===== config.mk =====
export PLATFORM = sky130hd
export DESIGN_NAME = dcsl_regs
export DESIGN_NICKNAME = d
export VERILOG_FILES = /design/src/rtl/dcsl_pkg.sv /design/src/rtl/dcsl_byte_sel.sv /design/src/rtl/dcsl_regs.sv
export SDC_FILE = /design/constraint.sdc
export NUM_CORES = 1
export LEC_CHECK = 0
export BUFFER_PORTS_ARGS = -buffer_cell sky130_fd_sc_hd__buf_2
export CELL_PAD_IN_SITES_DETAIL_PLACEMENT = 1
export CELL_PAD_IN_SITES_GLOBAL_PLACEMENT = 1
export CORE_AREA = 2 2 246 248
export CTS_BUF_LIST = sky130_fd_sc_hd__clkbuf_4
export CTS_CLUSTER_SIZE = 28
export DETAILED_ROUTE_END_ITERATION = 7
export DIE_AREA = 0 0 248 250
export PLACE_DENSITY_LB_ADDON = 0.1
export SYNTH_ARGS = -nofsm -noshare
export SYNTH_HDL_FRONTEND = slang
export SYNTH_SLANG_ARGS = --single-unit

===== constraint.sdc =====
create_clock -name ref_clk_i -period 9 [get_ports ref_clk_i]
set_input_delay 0.45 -clock ref_clk_i [delete_from_list [all_inputs] [get_ports ref_clk_i]]
set_output_delay 0.45 -clock ref_clk_i [all_outputs]
set_load 0.02 [all_outputs]

===== src/rtl/dcsl_pkg.sv =====
// package for the sync pulse / latch control register block
// assumes byte-wide register ports from both access sides
// What this block does
// - activation records start time plausibility in bit 2
// - bit 1 shows output b first pulse pending
// - bit 0 shows output a first pulse pending
// - ack mode: host read clears output a
// - ack mode: host read clears output b
// - start time write sets start, read gives next
// - start time writable only under network ownership
// - auto-activation extends lower-only write to 64 bits
// - read-only next output b pulse time
// - output a cycle time, zero means single shot
// - output b offset time after output a pulse
// - cycle time writes governed by ownership bit
// - latch a bit 1 negative edge single event
// - latch a bit 0 positive edge single event
// - latch b same bit layout as latch a
// - latch control writes governed by unit ownership
// - multi-byte registers little-endian byte addressed
// - pulse length zero selects acknowledge mode
// - sync ownership 0 network, 1 host
// - start time write auto-sets activation when enabled
// - latch ownership 0 network, 1 host, routes interrupt
package dcsl_pkg;
	localparam logic [11:0] ADDR_ACT_STATUS = 12'h984;
	localparam logic [11:0] ADDR_A_ACK      = 12'h98e;
	localparam logic [11:0] ADDR_B_ACK      = 12'h98f;
	localparam logic [11:0] ADDR_START      = 12'h990;
	localparam logic [11:0] ADDR_NEXT_B     = 12'h998;
	localparam logic [11:0] ADDR_A_CYCLE    = 12'h9a0;
	localparam logic [11:0] ADDR_B_CYCLE    = 12'h9a4;
	localparam logic [11:0] ADDR_LATCH_A    = 12'h9a8;
	localparam logic [11:0] ADDR_LATCH_B    = 12'h9a9;
	localparam int          ACT_PLAUS_BIT   = 2;
	localparam int          ACT_B_PEND_BIT  = 1;
	localparam int          ACT_A_PEND_BIT  = 0;
	localparam int          LATCH_NEG_BIT   = 1;
	localparam int          LATCH_POS_BIT   = 0;
	localparam logic [1:0]  LATCH_MASK      = 2'h3;
	localparam logic [31:0] NEAR_SHORT_NS   = 32'h7fffffff;
endpackage


===== src/rtl/dcsl_byte_sel.sv =====
// byte lane writer for a little-endian multi-byte register
// assumes the caller qualifies the write strobe with ownership
module dcsl_byte_sel #(
	parameter logic [11:0] BASE  = 12'h000,
	parameter int          BYTES = 8
) (
	// access
	input  wire logic [11:0]        addr_i,
	input  wire logic               wr_i,
	input  wire logic [7:0]         wdata_i,
	input  wire logic [BYTES*8-1:0] cur_i,
	// result
	output logic      [BYTES*8-1:0] next_o,
	output logic                    hit_o,
	output logic      [BYTES-1:0]   lane_o
);
	genvar g;
	generate
		for (g = 0; g < BYTES; g++)
		begin : g_lane
			// lowest address holds the least significant byte
			assign lane_o[g] = wr_i && (addr_i == BASE + 12'(g));
			assign next_o[g*8 +: 8] = lane_o[g] ? wdata_i : cur_i[g*8 +: 8];
		end
	endgenerate
	assign hit_o = |lane_o;
endmodule


===== src/rtl/dcsl_regs.sv =====
// sync pulse generator control, status and latch mode registers
// assumes two byte ports (network side, host side) on ref_clk_i;
// system time comes from the local clock unit on the same clock
module dcsl_regs (
	// clock and reset
	input  wire logic        ref_clk_i,
	input  wire logic        reset_n_i,
	// network side byte port
	input  wire logic [11:0] net_addr_i,
	input  wire logic        net_wr_i,
	input  wire logic        net_rd_i,
	input  wire logic [7:0]  net_wdata_i,
	input  wire logic        net_frame_end_i,
	output logic      [7:0]  net_rdata_o,
	// host process port
	input  wire logic [11:0] host_addr_i,
	input  wire logic        host_wr_i,
	input  wire logic        host_rd_i,
	input  wire logic [7:0]  host_wdata_i,
	output logic      [7:0]  host_rdata_o,
	// settings held by neighbouring registers
	input  wire logic        sync_own_host_i,
	input  wire logic        latch_a_own_host_i,
	input  wire logic        latch_b_own_host_i,
	input  wire logic        act_enable_i,
	input  wire logic        act_auto_i,
	input  wire logic        act_plaus_en_i,
	input  wire logic        act_near_long_i,
	input  wire logic        act_gen_a_i,
	input  wire logic        act_gen_b_i,
	input  wire logic [15:0] pulse_len_i,
	input  wire logic [63:0] sys_time_i,
	// outputs
	output logic             act_auto_set_o,
	output logic             sync_out_a_o,
	output logic             sync_out_b_o,
	output logic      [1:0]  latch_a_mode_o,
	output logic      [1:0]  latch_b_mode_o,
	output logic             latch_a_irq_host_o,
	output logic             latch_b_irq_host_o
);
	// register state
	logic [63:0] start_q,  start_d;
	logic [63:0] next_b_q, next_b_d;
	logic [31:0] cyc_a_q,  cyc_a_d;
	logic [31:0] cyc_b_q,  cyc_b_d;
	logic [1:0]  lat_a_q,  lat_a_d;
	logic [1:0]  lat_b_q,  lat_b_d;
	logic        pend_a_q, pend_b_q, plaus_q, act_q, b_due_q, done_q;
	logic        out_a_q,  out_b_q,  upper_wr_q, lower_wr_q, imm_q;

	// only the owning side may write a unit; start time is written by the network side only, under network ownership
	wire         sync_wr   = sync_own_host_i ? host_wr_i : net_wr_i;
	wire [11:0]  sync_addr = sync_own_host_i ? host_addr_i : net_addr_i;
	wire [7:0]   sync_data = sync_own_host_i ? host_wdata_i : net_wdata_i;
	wire         start_wr  = net_wr_i && !sync_own_host_i;
	wire         la_wr     = latch_a_own_host_i ? host_wr_i : net_wr_i;
	wire         lb_wr     = latch_b_own_host_i ? host_wr_i : net_wr_i;
	wire [11:0]  la_addr   = latch_a_own_host_i ? host_addr_i : net_addr_i;
	wire [11:0]  lb_addr   = latch_b_own_host_i ? host_addr_i : net_addr_i;
	wire [7:0]   la_data   = latch_a_own_host_i ? host_wdata_i : net_wdata_i;
	wire [7:0]   lb_data   = latch_b_own_host_i ? host_wdata_i : net_wdata_i;

	wire [63:0]  start_w;
	wire [31:0]  cyc_a_w, cyc_b_w;
	wire [7:0]   lat_a_w, lat_b_w;
	wire [7:0]   start_lane;
	wire         start_hit, cyc_a_hit, cyc_b_hit, lat_a_hit, lat_b_hit;

	dcsl_byte_sel #(.BASE(dcsl_pkg::ADDR_START), .BYTES(8)) u_start (
		.addr_i  (net_addr_i),
		.wr_i    (start_wr),
		.wdata_i (net_wdata_i),
		.cur_i   (start_q),
		.next_o  (start_w),
		.hit_o   (start_hit),
		.lane_o  (start_lane)
	);
	dcsl_byte_sel #(.BASE(dcsl_pkg::ADDR_A_CYCLE), .BYTES(4)) u_cyc_a (
		.addr_i  (sync_addr),
		.wr_i    (sync_wr),
		.wdata_i (sync_data),
		.cur_i   (cyc_a_q),
		.next_o  (cyc_a_w),
		.hit_o   (cyc_a_hit),
		.lane_o  ()
	);
	dcsl_byte_sel #(.BASE(dcsl_pkg::ADDR_B_CYCLE), .BYTES(4)) u_cyc_b (
		.addr_i  (sync_addr),
		.wr_i    (sync_wr),
		.wdata_i (sync_data),
		.cur_i   (cyc_b_q),
		.next_o  (cyc_b_w),
		.hit_o   (cyc_b_hit),
		.lane_o  ()
	);
	dcsl_byte_sel #(.BASE(dcsl_pkg::ADDR_LATCH_A), .BYTES(1)) u_lat_a (
		.addr_i  (la_addr),
		.wr_i    (la_wr),
		.wdata_i (la_data),
		.cur_i   ({6'h00, lat_a_q}),
		.next_o  (lat_a_w),
		.hit_o   (lat_a_hit),
		.lane_o  ()
	);
	dcsl_byte_sel #(.BASE(dcsl_pkg::ADDR_LATCH_B), .BYTES(1)) u_lat_b (
		.addr_i  (lb_addr),
		.wr_i    (lb_wr),
		.wdata_i (lb_data),
		.cur_i   ({6'h00, lat_b_q}),
		.next_o  (lat_b_w),
		.hit_o   (lat_b_hit),
		.lane_o  ()
	);

	// lower-only write within one frame: upper word tracks system time
	// a byte written in the frame-end cycle still counts for that frame
	wire        low_seen  = lower_wr_q || (|start_lane[3:0]);
	wire        high_seen = upper_wr_q || (|start_lane[7:4]);
	wire [63:0] start_ext = {sys_time_i[63:32], start_w[31:0]};
	wire        extend    = net_frame_end_i && act_auto_i && low_seen && !high_seen;

	// plausibility: start must lie within the near-future window
	wire [63:0] delta     = start_q - sys_time_i;
	wire        far_short = delta[63:31] != 33'h0;
	wire        far_long  = delta[63] || (delta[62:32] != 31'h0);
	wire        out_near  = act_near_long_i ? far_short : far_long;

	wire        act_rise  = act_enable_i && !act_q;
	wire        reached   = act_q && !done_q && ($signed(sys_time_i - start_q) >= 0);
	// an out-of-window start fires once only; plaus_q itself stays as status
	wire        fire_a    = reached || (act_q && !done_q && act_plaus_en_i && imm_q);
	wire        fire_b    = b_due_q && ($signed(sys_time_i - next_b_q) >= 0);
	wire        ack_mode  = pulse_len_i == 16'h0000;

	// host read of an ack status register drops its output
	wire        clr_a     = ack_mode && host_rd_i && host_addr_i == dcsl_pkg::ADDR_A_ACK;
	wire        clr_b     = ack_mode && host_rd_i && host_addr_i == dcsl_pkg::ADDR_B_ACK;

	always_comb
	begin
		start_d  = extend ? start_ext : start_w;
		next_b_d = next_b_q;
		if (fire_a)
		begin
			// cyclic mode moves the read-back time to the next pulse
			if (cyc_a_q != 32'h0)
				start_d = start_q + 64'(cyc_a_q);
			next_b_d = start_q + 64'(cyc_b_q);
		end
		cyc_a_d = cyc_a_w;
		cyc_b_d = cyc_b_w;
		lat_a_d = lat_a_w[1:0] & dcsl_pkg::LATCH_MASK;
		lat_b_d = lat_b_w[1:0] & dcsl_pkg::LATCH_MASK;
	end

	always_ff @(posedge ref_clk_i)
	begin
		if (!reset_n_i)
		begin
			start_q    <= 64'h0;
			next_b_q   <= 64'h0;
			cyc_a_q    <= 32'h0;
			cyc_b_q    <= 32'h0;
			lat_a_q    <= 2'h0;
			lat_b_q    <= 2'h0;
			upper_wr_q <= 1'b0;
			lower_wr_q <= 1'b0;
		end
		else
		begin
			start_q  <= start_d;
			next_b_q <= next_b_d;
			cyc_a_q  <= cyc_a_d;
			cyc_b_q  <= cyc_b_d;
			lat_a_q  <= lat_a_d;
			lat_b_q  <= lat_b_d;
			if (net_frame_end_i)
			begin
				upper_wr_q <= 1'b0;
				lower_wr_q <= 1'b0;
			end
			else
			begin
				upper_wr_q <= upper_wr_q || (|start_lane[7:4]);
				lower_wr_q <= lower_wr_q || (|start_lane[3:0]);
			end
		end
	end

	// activation and pulse state
	always_ff @(posedge ref_clk_i)
	begin
		if (!reset_n_i)
		begin
			act_q    <= 1'b0;
			done_q   <= 1'b0;
			pend_a_q <= 1'b0;
			pend_b_q <= 1'b0;
			plaus_q  <= 1'b0;
			imm_q    <= 1'b0;
			b_due_q  <= 1'b0;
			out_a_q  <= 1'b0;
			out_b_q  <= 1'b0;
		end
		else
		begin
			act_q <= act_enable_i;
			if (act_rise)
			begin
				done_q   <= 1'b0;
				imm_q    <= out_near;
				pend_a_q <= act_gen_a_i;
				pend_b_q <= act_gen_b_i;
				plaus_q  <= out_near;
			end
			else if (!act_enable_i)
			begin
				pend_a_q <= 1'b0;
				pend_b_q <= 1'b0;
				b_due_q  <= 1'b0;
				imm_q    <= 1'b0;
			end
			else
			begin
				if (fire_b)
				begin
					pend_b_q <= 1'b0;
					b_due_q  <= 1'b0;
				end
				// after output b, so a coinciding a pulse re-arms b
				if (fire_a)
				begin
					pend_a_q <= 1'b0;
					imm_q    <= 1'b0;
					b_due_q  <= act_gen_b_i;
					if (cyc_a_q == 32'h0)
						done_q <= 1'b1;
				end
			end
			// a new pulse wins over a clearing read in the same cycle
			if (fire_a && act_gen_a_i)
				out_a_q <= 1'b1;
			else if (clr_a || !ack_mode)
				out_a_q <= 1'b0;
			if (fire_b && act_gen_b_i)
				out_b_q <= 1'b1;
			else if (clr_b || !ack_mode)
				out_b_q <= 1'b0;
		end
	end

	assign act_auto_set_o     = act_auto_i && start_hit;
	assign sync_out_a_o       = out_a_q;
	assign sync_out_b_o       = out_b_q;
	assign latch_a_mode_o     = lat_a_q;
	assign latch_b_mode_o     = lat_b_q;
	assign latch_a_irq_host_o = latch_a_own_host_i;
	assign latch_b_irq_host_o = latch_b_own_host_i;

	// byte read mux shared by both ports
	function automatic logic [7:0] rd_byte(input logic [11:0] a);
		logic [11:0] o;
		o = a - dcsl_pkg::ADDR_START;
		rd_byte = 8'h00;
		if (a == dcsl_pkg::ADDR_ACT_STATUS)
			rd_byte = {5'h00, plaus_q, pend_b_q, pend_a_q};
		else if (a == dcsl_pkg::ADDR_A_ACK)
			rd_byte = {7'h00, out_a_q};
		else if (a == dcsl_pkg::ADDR_B_ACK)
			rd_byte = {7'h00, out_b_q};
		else if (o < 12'h008)
			rd_byte = start_q[o[2:0]*8 +: 8];
		else if (o < 12'h010)
			rd_byte = next_b_q[o[2:0]*8 +: 8];
		else if (o < 12'h014)
			rd_byte = cyc_a_q[o[1:0]*8 +: 8];
		else if (o < 12'h018)
			rd_byte = cyc_b_q[o[1:0]*8 +: 8];
		else if (a == dcsl_pkg::ADDR_LATCH_A)
			rd_byte = {6'h00, lat_a_q};
		else if (a == dcsl_pkg::ADDR_LATCH_B)
			rd_byte = {6'h00, lat_b_q};
	endfunction

	always_ff @(posedge ref_clk_i)
	begin
		if (!reset_n_i)
		begin
			net_rdata_o  <= 8'h00;
			host_rdata_o <= 8'h00;
		end
		else
		begin
			if (net_rd_i)
				net_rdata_o <= rd_byte(net_addr_i);
			if (host_rd_i)
				host_rdata_o <= rd_byte(host_addr_i);
		end
	end
endmodule


# [Word level (Yosys, flattened, before mapping)]
# Cells that the tools add are included.
[word_totals] ff_bits=223 inputBits=136 output_inout_bits=25 wordCells=194
[classes] n_addsub=7 order_cmp=10 n_eq_ne=31 n_shift=8 n_mux=52 bitwise=2 reduce_logical=59
[op_table] cell="== test 12 bit, second input constant" n=28
[op_table] cell="variable part select 64 x 7 -> 8 bit" n=4
[op_table] cell="2-to-1 mux 64 bit" n=3
[op_table] cell="subtractor 64 bit" n=3
[op_table] cell="2-to-1 mux 8 bit" n=23
[op_table] cell="adder 64 x 32 -> 64 bit" n=2
[op_table] cell="greater-or-equal comparator 64 x 1 -> 1 bit, second input constant" n=2
[op_table] cell="variable part select 32 x 6 -> 8 bit" n=4
[op_table] cell="less-than comparator 12 x 5 -> 1 bit, second input constant" n=6
[op_table] cell="2-to-1 mux 12 bit" n=3
[op_table] cell="logical AND 1 bit" n=34
[op_table] cell="nonzero test 33 bit" n=1
[op_table] cell="zero test 32 bit" n=1
[op_table] cell="nonzero test 32 bit" n=1
[op_table] cell="nonzero test 31 bit" n=1
[op_table] cell="less-than comparator 12 x 4 -> 1 bit, second input constant" n=2
[op_table] cell="subtractor 12 bit, second input constant" n=2
[op_table] cell="2-to-1 mux 1 bit" n=17
[op_table] cell="zero test 16 bit" n=1
[op_table] cell="2-to-1 mux 2 bit" n=6
[op_table] cell="!= test 3 x 1 -> 1 bit, second input constant" n=3
[op_table] cell="OR reduction 4 bit" n=2
[op_table] cell="OR reduction 8 bit" n=1
[op_table] cell="logical OR 1 bit" n=6
[op_table] cell="6 further kinds" n=13

# [Longest topological paths before layout]
[logic_depth] word_depth=10 mapped_depth=16 mapped_depth_nobuf=14

# [By module]
# From an unflattened synthesis, not the netlist that was laid out.
[hier_totals] cells_unflattened=3061 hier_area_um2=25883.6
[modules_own_cells] module="dcsl_regs" n_inst=1 cells_each=2846 area_each_um2=23441.2 seq_area_each_um2=4464.3
[modules_own_cells] module="dcsl_byte_sel at u_start" n_inst=1 cells_each=90 area_each_um2=973.4 seq_area_each_um2=0.0
[modules_own_cells] module="dcsl_byte_sel at u_cyc_b" n_inst=1 cells_each=49 area_each_um2=574.3 seq_area_each_um2=0.0
[modules_own_cells] module="dcsl_byte_sel at u_cyc_a" n_inst=1 cells_each=46 area_each_um2=570.5 seq_area_each_um2=0.0
[modules_own_cells] module="dcsl_byte_sel at u_lat_b" n_inst=1 cells_each=15 area_each_um2=163.9 seq_area_each_um2=0.0
[modules_own_cells] module="dcsl_byte_sel at u_lat_a" n_inst=1 cells_each=15 area_each_um2=160.2 seq_area_each_um2=0.0

# [Worst setup path before layout]
# Ideal clock, no wire load.
[synth_timing] path_type="input to register" start="in sys_time_i[28]" end="reg imm_q" setup_time_ns=0.130 arrival_time_ns=3.265 t_required_ns=8.870 slack_ns=5.605 path_stages=12 n_path_buf=0 path_cell_list="inv_1 -> ha_1 -> a21o_1 -> a21o_1 -> a221o_1 -> or2_1 -> a21o_1 -> a211o_1 -> a211o_1 -> a2111o_1 -> nor4_2 -> a31oi_1"
[synth_between] elab_chain_len=5 elab_cells_between_ends=11 cone_classes="add/sub (2); order compare (1); eq/ne (1); mux (2); reduce/logical (5)"
[synth_lines] item="start, declared" line="dcsl_regs.sv:32" rtl="input wire logic [63:0] sys_time_i,"
[synth_lines] item="subtractor 64 bit, on equally long branches" line="dcsl_regs.sv:130, dcsl_regs.sv:124"
[synth_lines] item="greater-or-equal comparator 64 x 1 -> 1 bit or nonzero test 31 bit (tied branches)" line="dcsl_regs.sv:130, dcsl_regs.sv:126"
[synth_lines] item="logical AND 1 bit or logical OR 1 bit (tied branches)" line="dcsl_regs.sv:130, dcsl_regs.sv:126"
[synth_lines] item="logical OR 1 bit or 2-to-1 mux 1 bit (tied branches)" line="dcsl_regs.sv:132, dcsl_regs.sv:127"
[synth_lines] item="!= test 3 x 1 -> 1 bit (no source line) or 2-to-1 mux 1 bit (tied branches)"
[synth_lines] item="end signal, assigned" line="dcsl_regs.sv:212" rtl="imm_q <= out_near;"
[synth_lines] item="end, declared" line="dcsl_regs.sv:50" rtl="logic out_a_q, out_b_q, upper_wr_q, lower_wr_q, imm_q;"
# Parallel ways exist; a longest one is shown, timed or not.
# A chain may end at the register's enable or synchronous reset.

# [Worst setup path after layout]
[layout_timing] start="reg start_q[38]" end="reg start_q[20]"
[layout_between] elab_chain_len=5
[layout_lines] item="start, declared" line="dcsl_regs.sv:43" rtl="logic [63:0] start_q, start_d;"
[layout_lines] item="start signal, assigned" line="dcsl_regs.sv:172" rtl="start_q <= start_d;"
[layout_lines] item="subtractor 64 bit" line="dcsl_regs.sv:130" rtl="wire reached = act_q && !done_q && ($signed(sys_time_i - start_q) >= 0);"
[layout_lines] item="greater-or-equal comparator 64 x 1 -> 1 bit" line="dcsl_regs.sv:130"
[layout_lines] item="logical AND 1 bit" line="dcsl_regs.sv:130"
[layout_lines] item="logical OR 1 bit" line="dcsl_regs.sv:132" rtl="wire fire_a = reached || (act_q && !done_q && act_plaus_en_i && imm_q);"
[layout_lines] item="2-to-1 mux 64 bit" line="dcsl_regs.sv:144" rtl="if (fire_a)"
# Every way passes these cells.

==> metrics.txt <==
post-DP HPWL 98,900 µm; largest net degree at the start of global routing 82; Hold Violations, Final 0; worst hold path endpoint done_q; Post-CTS Setup Inserts 0; remaining antenna violation count 0; Fin Setup TNS 0 ps; die width 248 µm; Worst Hold Launch act_enable_i; Core Region 59,600 µm²; xor/xnor share of the synthesized area 0.0425; Vias/cell 6.51; Setup crit end kind register; Slew Limit Headroom 0.0800; GP Congestion 1.01; Clock Sinks 223; synth top area cells dfxtp_1 19%, ha_1 13%, mux4_2 10%, a21oi_1 6.1%, nor2_1 5.9%; cell area after synthesis 24,100 µm²; Critical Path RT 9570 ps; Combinational Power Share 0.159; DIE HEIGHT 250 µm; violation count after the first detailed-route iteration 2,809; layout cell share with drive strength beyond 1 0.136; hold crit path type in2reg; DRC viols 0; reg2reg end start_q[20]; FMAX 162 MHz; Finished Cell Area 26,500 µm²; CTS Root Cell clkbuf_4; Clock power frac 0.445; complex-gate fraction of the synthesized area 0.240; ys async rst share 0; EDFF count, synth 0; Critical Path AT 6770 ps; Hold Slack 85.3 ps; clk_lat worst skew 870 ps; clk_skew 80.3 ps; cells on worst reg2reg path 13; CTS resizes 0; Seq/Total Area, Yosys 0.185; CP Launch Type register; M3 GR Usage 0.0941; sequential share of power 0.396; first-pass GRT wire length 179,000 µm; H-tree Lvls 3; Synth Area per Inst 7.67 µm²; initial antenna violation count 12; cell internal pwr 1720 µW; via count 26,600; pre-CTS setup slack 3050 ps; Worst-path clk slew 60 ps; flop2flop setup slack 2810 ps; Final #Nets 3,647; grt peak-use layer met2; Yosys top cell by area dfxtp_1; cell row count 90; R2R Path Start start_q[38]; Pins Over Slew Limit 0; Total GRT Usage 0.393; slew at the pin closest to its max-slew limit 1370 ps; Synth top area share 0.185; largest family of logic cells by synthesized area compound AO/OA/AOI/OAI gates; #FFs+latches synth 223; P_sw 808 µW; post-synthesis mux area share 0.127; Layout area overhead 10.1%; Syn Inst Count 3,142; run status finished, final reports clean; Min Clock Period, post-route 6190 ps; Synth Area in Simple Gates 0.203; Tcrit/Tclk final 0.688; Max FO, Critical Path 45; port bufs 160; P per Cell Area 95.1 nW/µm²; synth warn 0; Core Util, Final 0.446; DIE AREA 62,000 µm²; Hold Path Depth 3; I/O pin count 161; grt ovf 0; final wirelength 124,000 µm; Max clock buf depth 3; vias in the first global route 26,300; max cap viols 0; unrepaired setup endpoints after global routing false; post-route setup slack 2810 ps; Switching Share 0.320; peak supply drop 0.130 mV; Worst Path Class, Setup reg2reg; leakage 0.0110 µW; wire per inst 30.4 µm; top_reg_cell synth dfxtp_1; CTS tree built; Starting Density 0.405; Adder-Cell Fraction of Synth Area 0.136; met1 usage 0.529; Pre-Repair DR Iteration Count 7; synthesized net count 3,539; setup violators final 0; Placed Area 25,500 µm²; M2 GR Usage 0.586; CTS Buf Count 69; library cells used by synthesis 88
[layer usage]
layer / wire length [µm] / part of all wire
met4: 6890 / 0.056
met2: 52800 / 0.43
met1: 52000 / 0.42
met3: 12300 / 0.099
met5: 69 / 0.00056
[registers in the layout, summed over array words and instances, names as in the netlist]
name            flops
net_rdata_o         8
cyc_a_q            32
next_b_q           64
upper_wr_q          1
lower_wr_q          1
imm_q               1
b_due_q             1
pend_a_q            1
start_q            64
cyc_b_q            32
host_rdata_o        8
latch_a_mode_o      2
act_q               1
sync_out_a_o        1
plaus_q             1
pend_b_q            1
done_q              1
sync_out_b_o        1
latch_b_mode_o      2
[final cells by class]
class,count,area [µm²]
flip-flops and latches,223,4460
repair buffers,211,1210
inverters,237,892
clock buffers,93,698
multi-input cells,2508,18100
diodes,2,5.00
clock inverters,26,208
fillers,7422,33000
well taps,782,978
[power groups by stage]
stage	logic, µW	registers (µW)	clock network, µW
3_5_place_dp	389	1020	0
2_1_floorplan	225	1020	0
4_1_cts	394	999	1140
6_report	401	999	1120
3_3_place_gp	380	1020	0
5_1_grt	428	999	1180
[cells by family (layout without fill, tap and decap cells)]
family | after synthesis | count (layout)
DFF | 223 | 223
xor gates and xnor gates | 117 | 117
AOI/OAI and AO/OA | 909 | 909
buffers and inverters | 411 | 567
adders and majority gates | 261 | 261
and+or+nand+nor | 1049 | 1049
other | 0 | 2
muxes | 172 | 172
[worst max-delay path, stage by stage, from the launching register on]
cell      delay, ps
dfxtp_1         680
ha_1            540
nand4_1         310
nor3_1          350
and2_1          360
nor2b_1         260
o21ai_0         120
a21oi_1         610
or3_4           300
a31oi_4         200
o21ai_4         340
buf_4           570
nor2_1          140
a211oi_1       1120
[cell usage after synthesis (all sizes together), types with 27 or more instances]
cell type	count
a211oi	38
a21o	126
a21oi	297
a31oi	46
buf	43
clkbuf	131
dfxtp	223
ha	259
inv	234
mux2i	60
mux4	107
nand2	268
nand2b	27
nand3	92
nand4	63
nor2	379
nor3	51
nor4	42
o211ai	56
o21a	32
o21ai	173
xnor2	84
xor2	33
[timing repair]
action	CTS	global route
setup endpoints to repair	0	0
hold endpoints to repair	14	0
hold buffers	9	0
[per-stage QoR]
stage	cells	power (µW)
floorplan	3142	1240
finish	4082	2520
detailed placement	3952	1410
global route	4081	2610
CTS	4080	2530
global placement	3952	1400
[cells in the final DEF, fill, tap and decap left out, drive strengths merged, types with 27 or more instances in the layout]
master / count
o21a: 32
o21ai: 173
clkbuf: 93
mux2i: 60
xor2: 33
nand2: 268
a31oi: 46
a21o: 126
ha: 259
a21oi: 297
mux4: 107
dfxtp: 223
nand4: 63
nor3: 51
nor4: 42
nor2: 379
inv: 236
o211ai: 56
nand2b: 27
a211oi: 38
nand3: 92
xnor2: 84
buf: 202
[worst max-delay path by stage]
stage	start	endpoint	slack (ps)	depth (start not counted)
after floorplan	sys_time_i[28]	imm_q	5610	12
after global placement	sys_time_i[55]	start_q[17]	2840	15
after detailed placement	sys_time_i[55]	start_q[20]	3050	15
after CTS	start_q[38]	start_q[20]	3160	13
after global routing	start_q[38]	start_q[20]	2660	13
final	start_q[38]	start_q[20]	2810	13
Power figures use the tool's default switching activity.
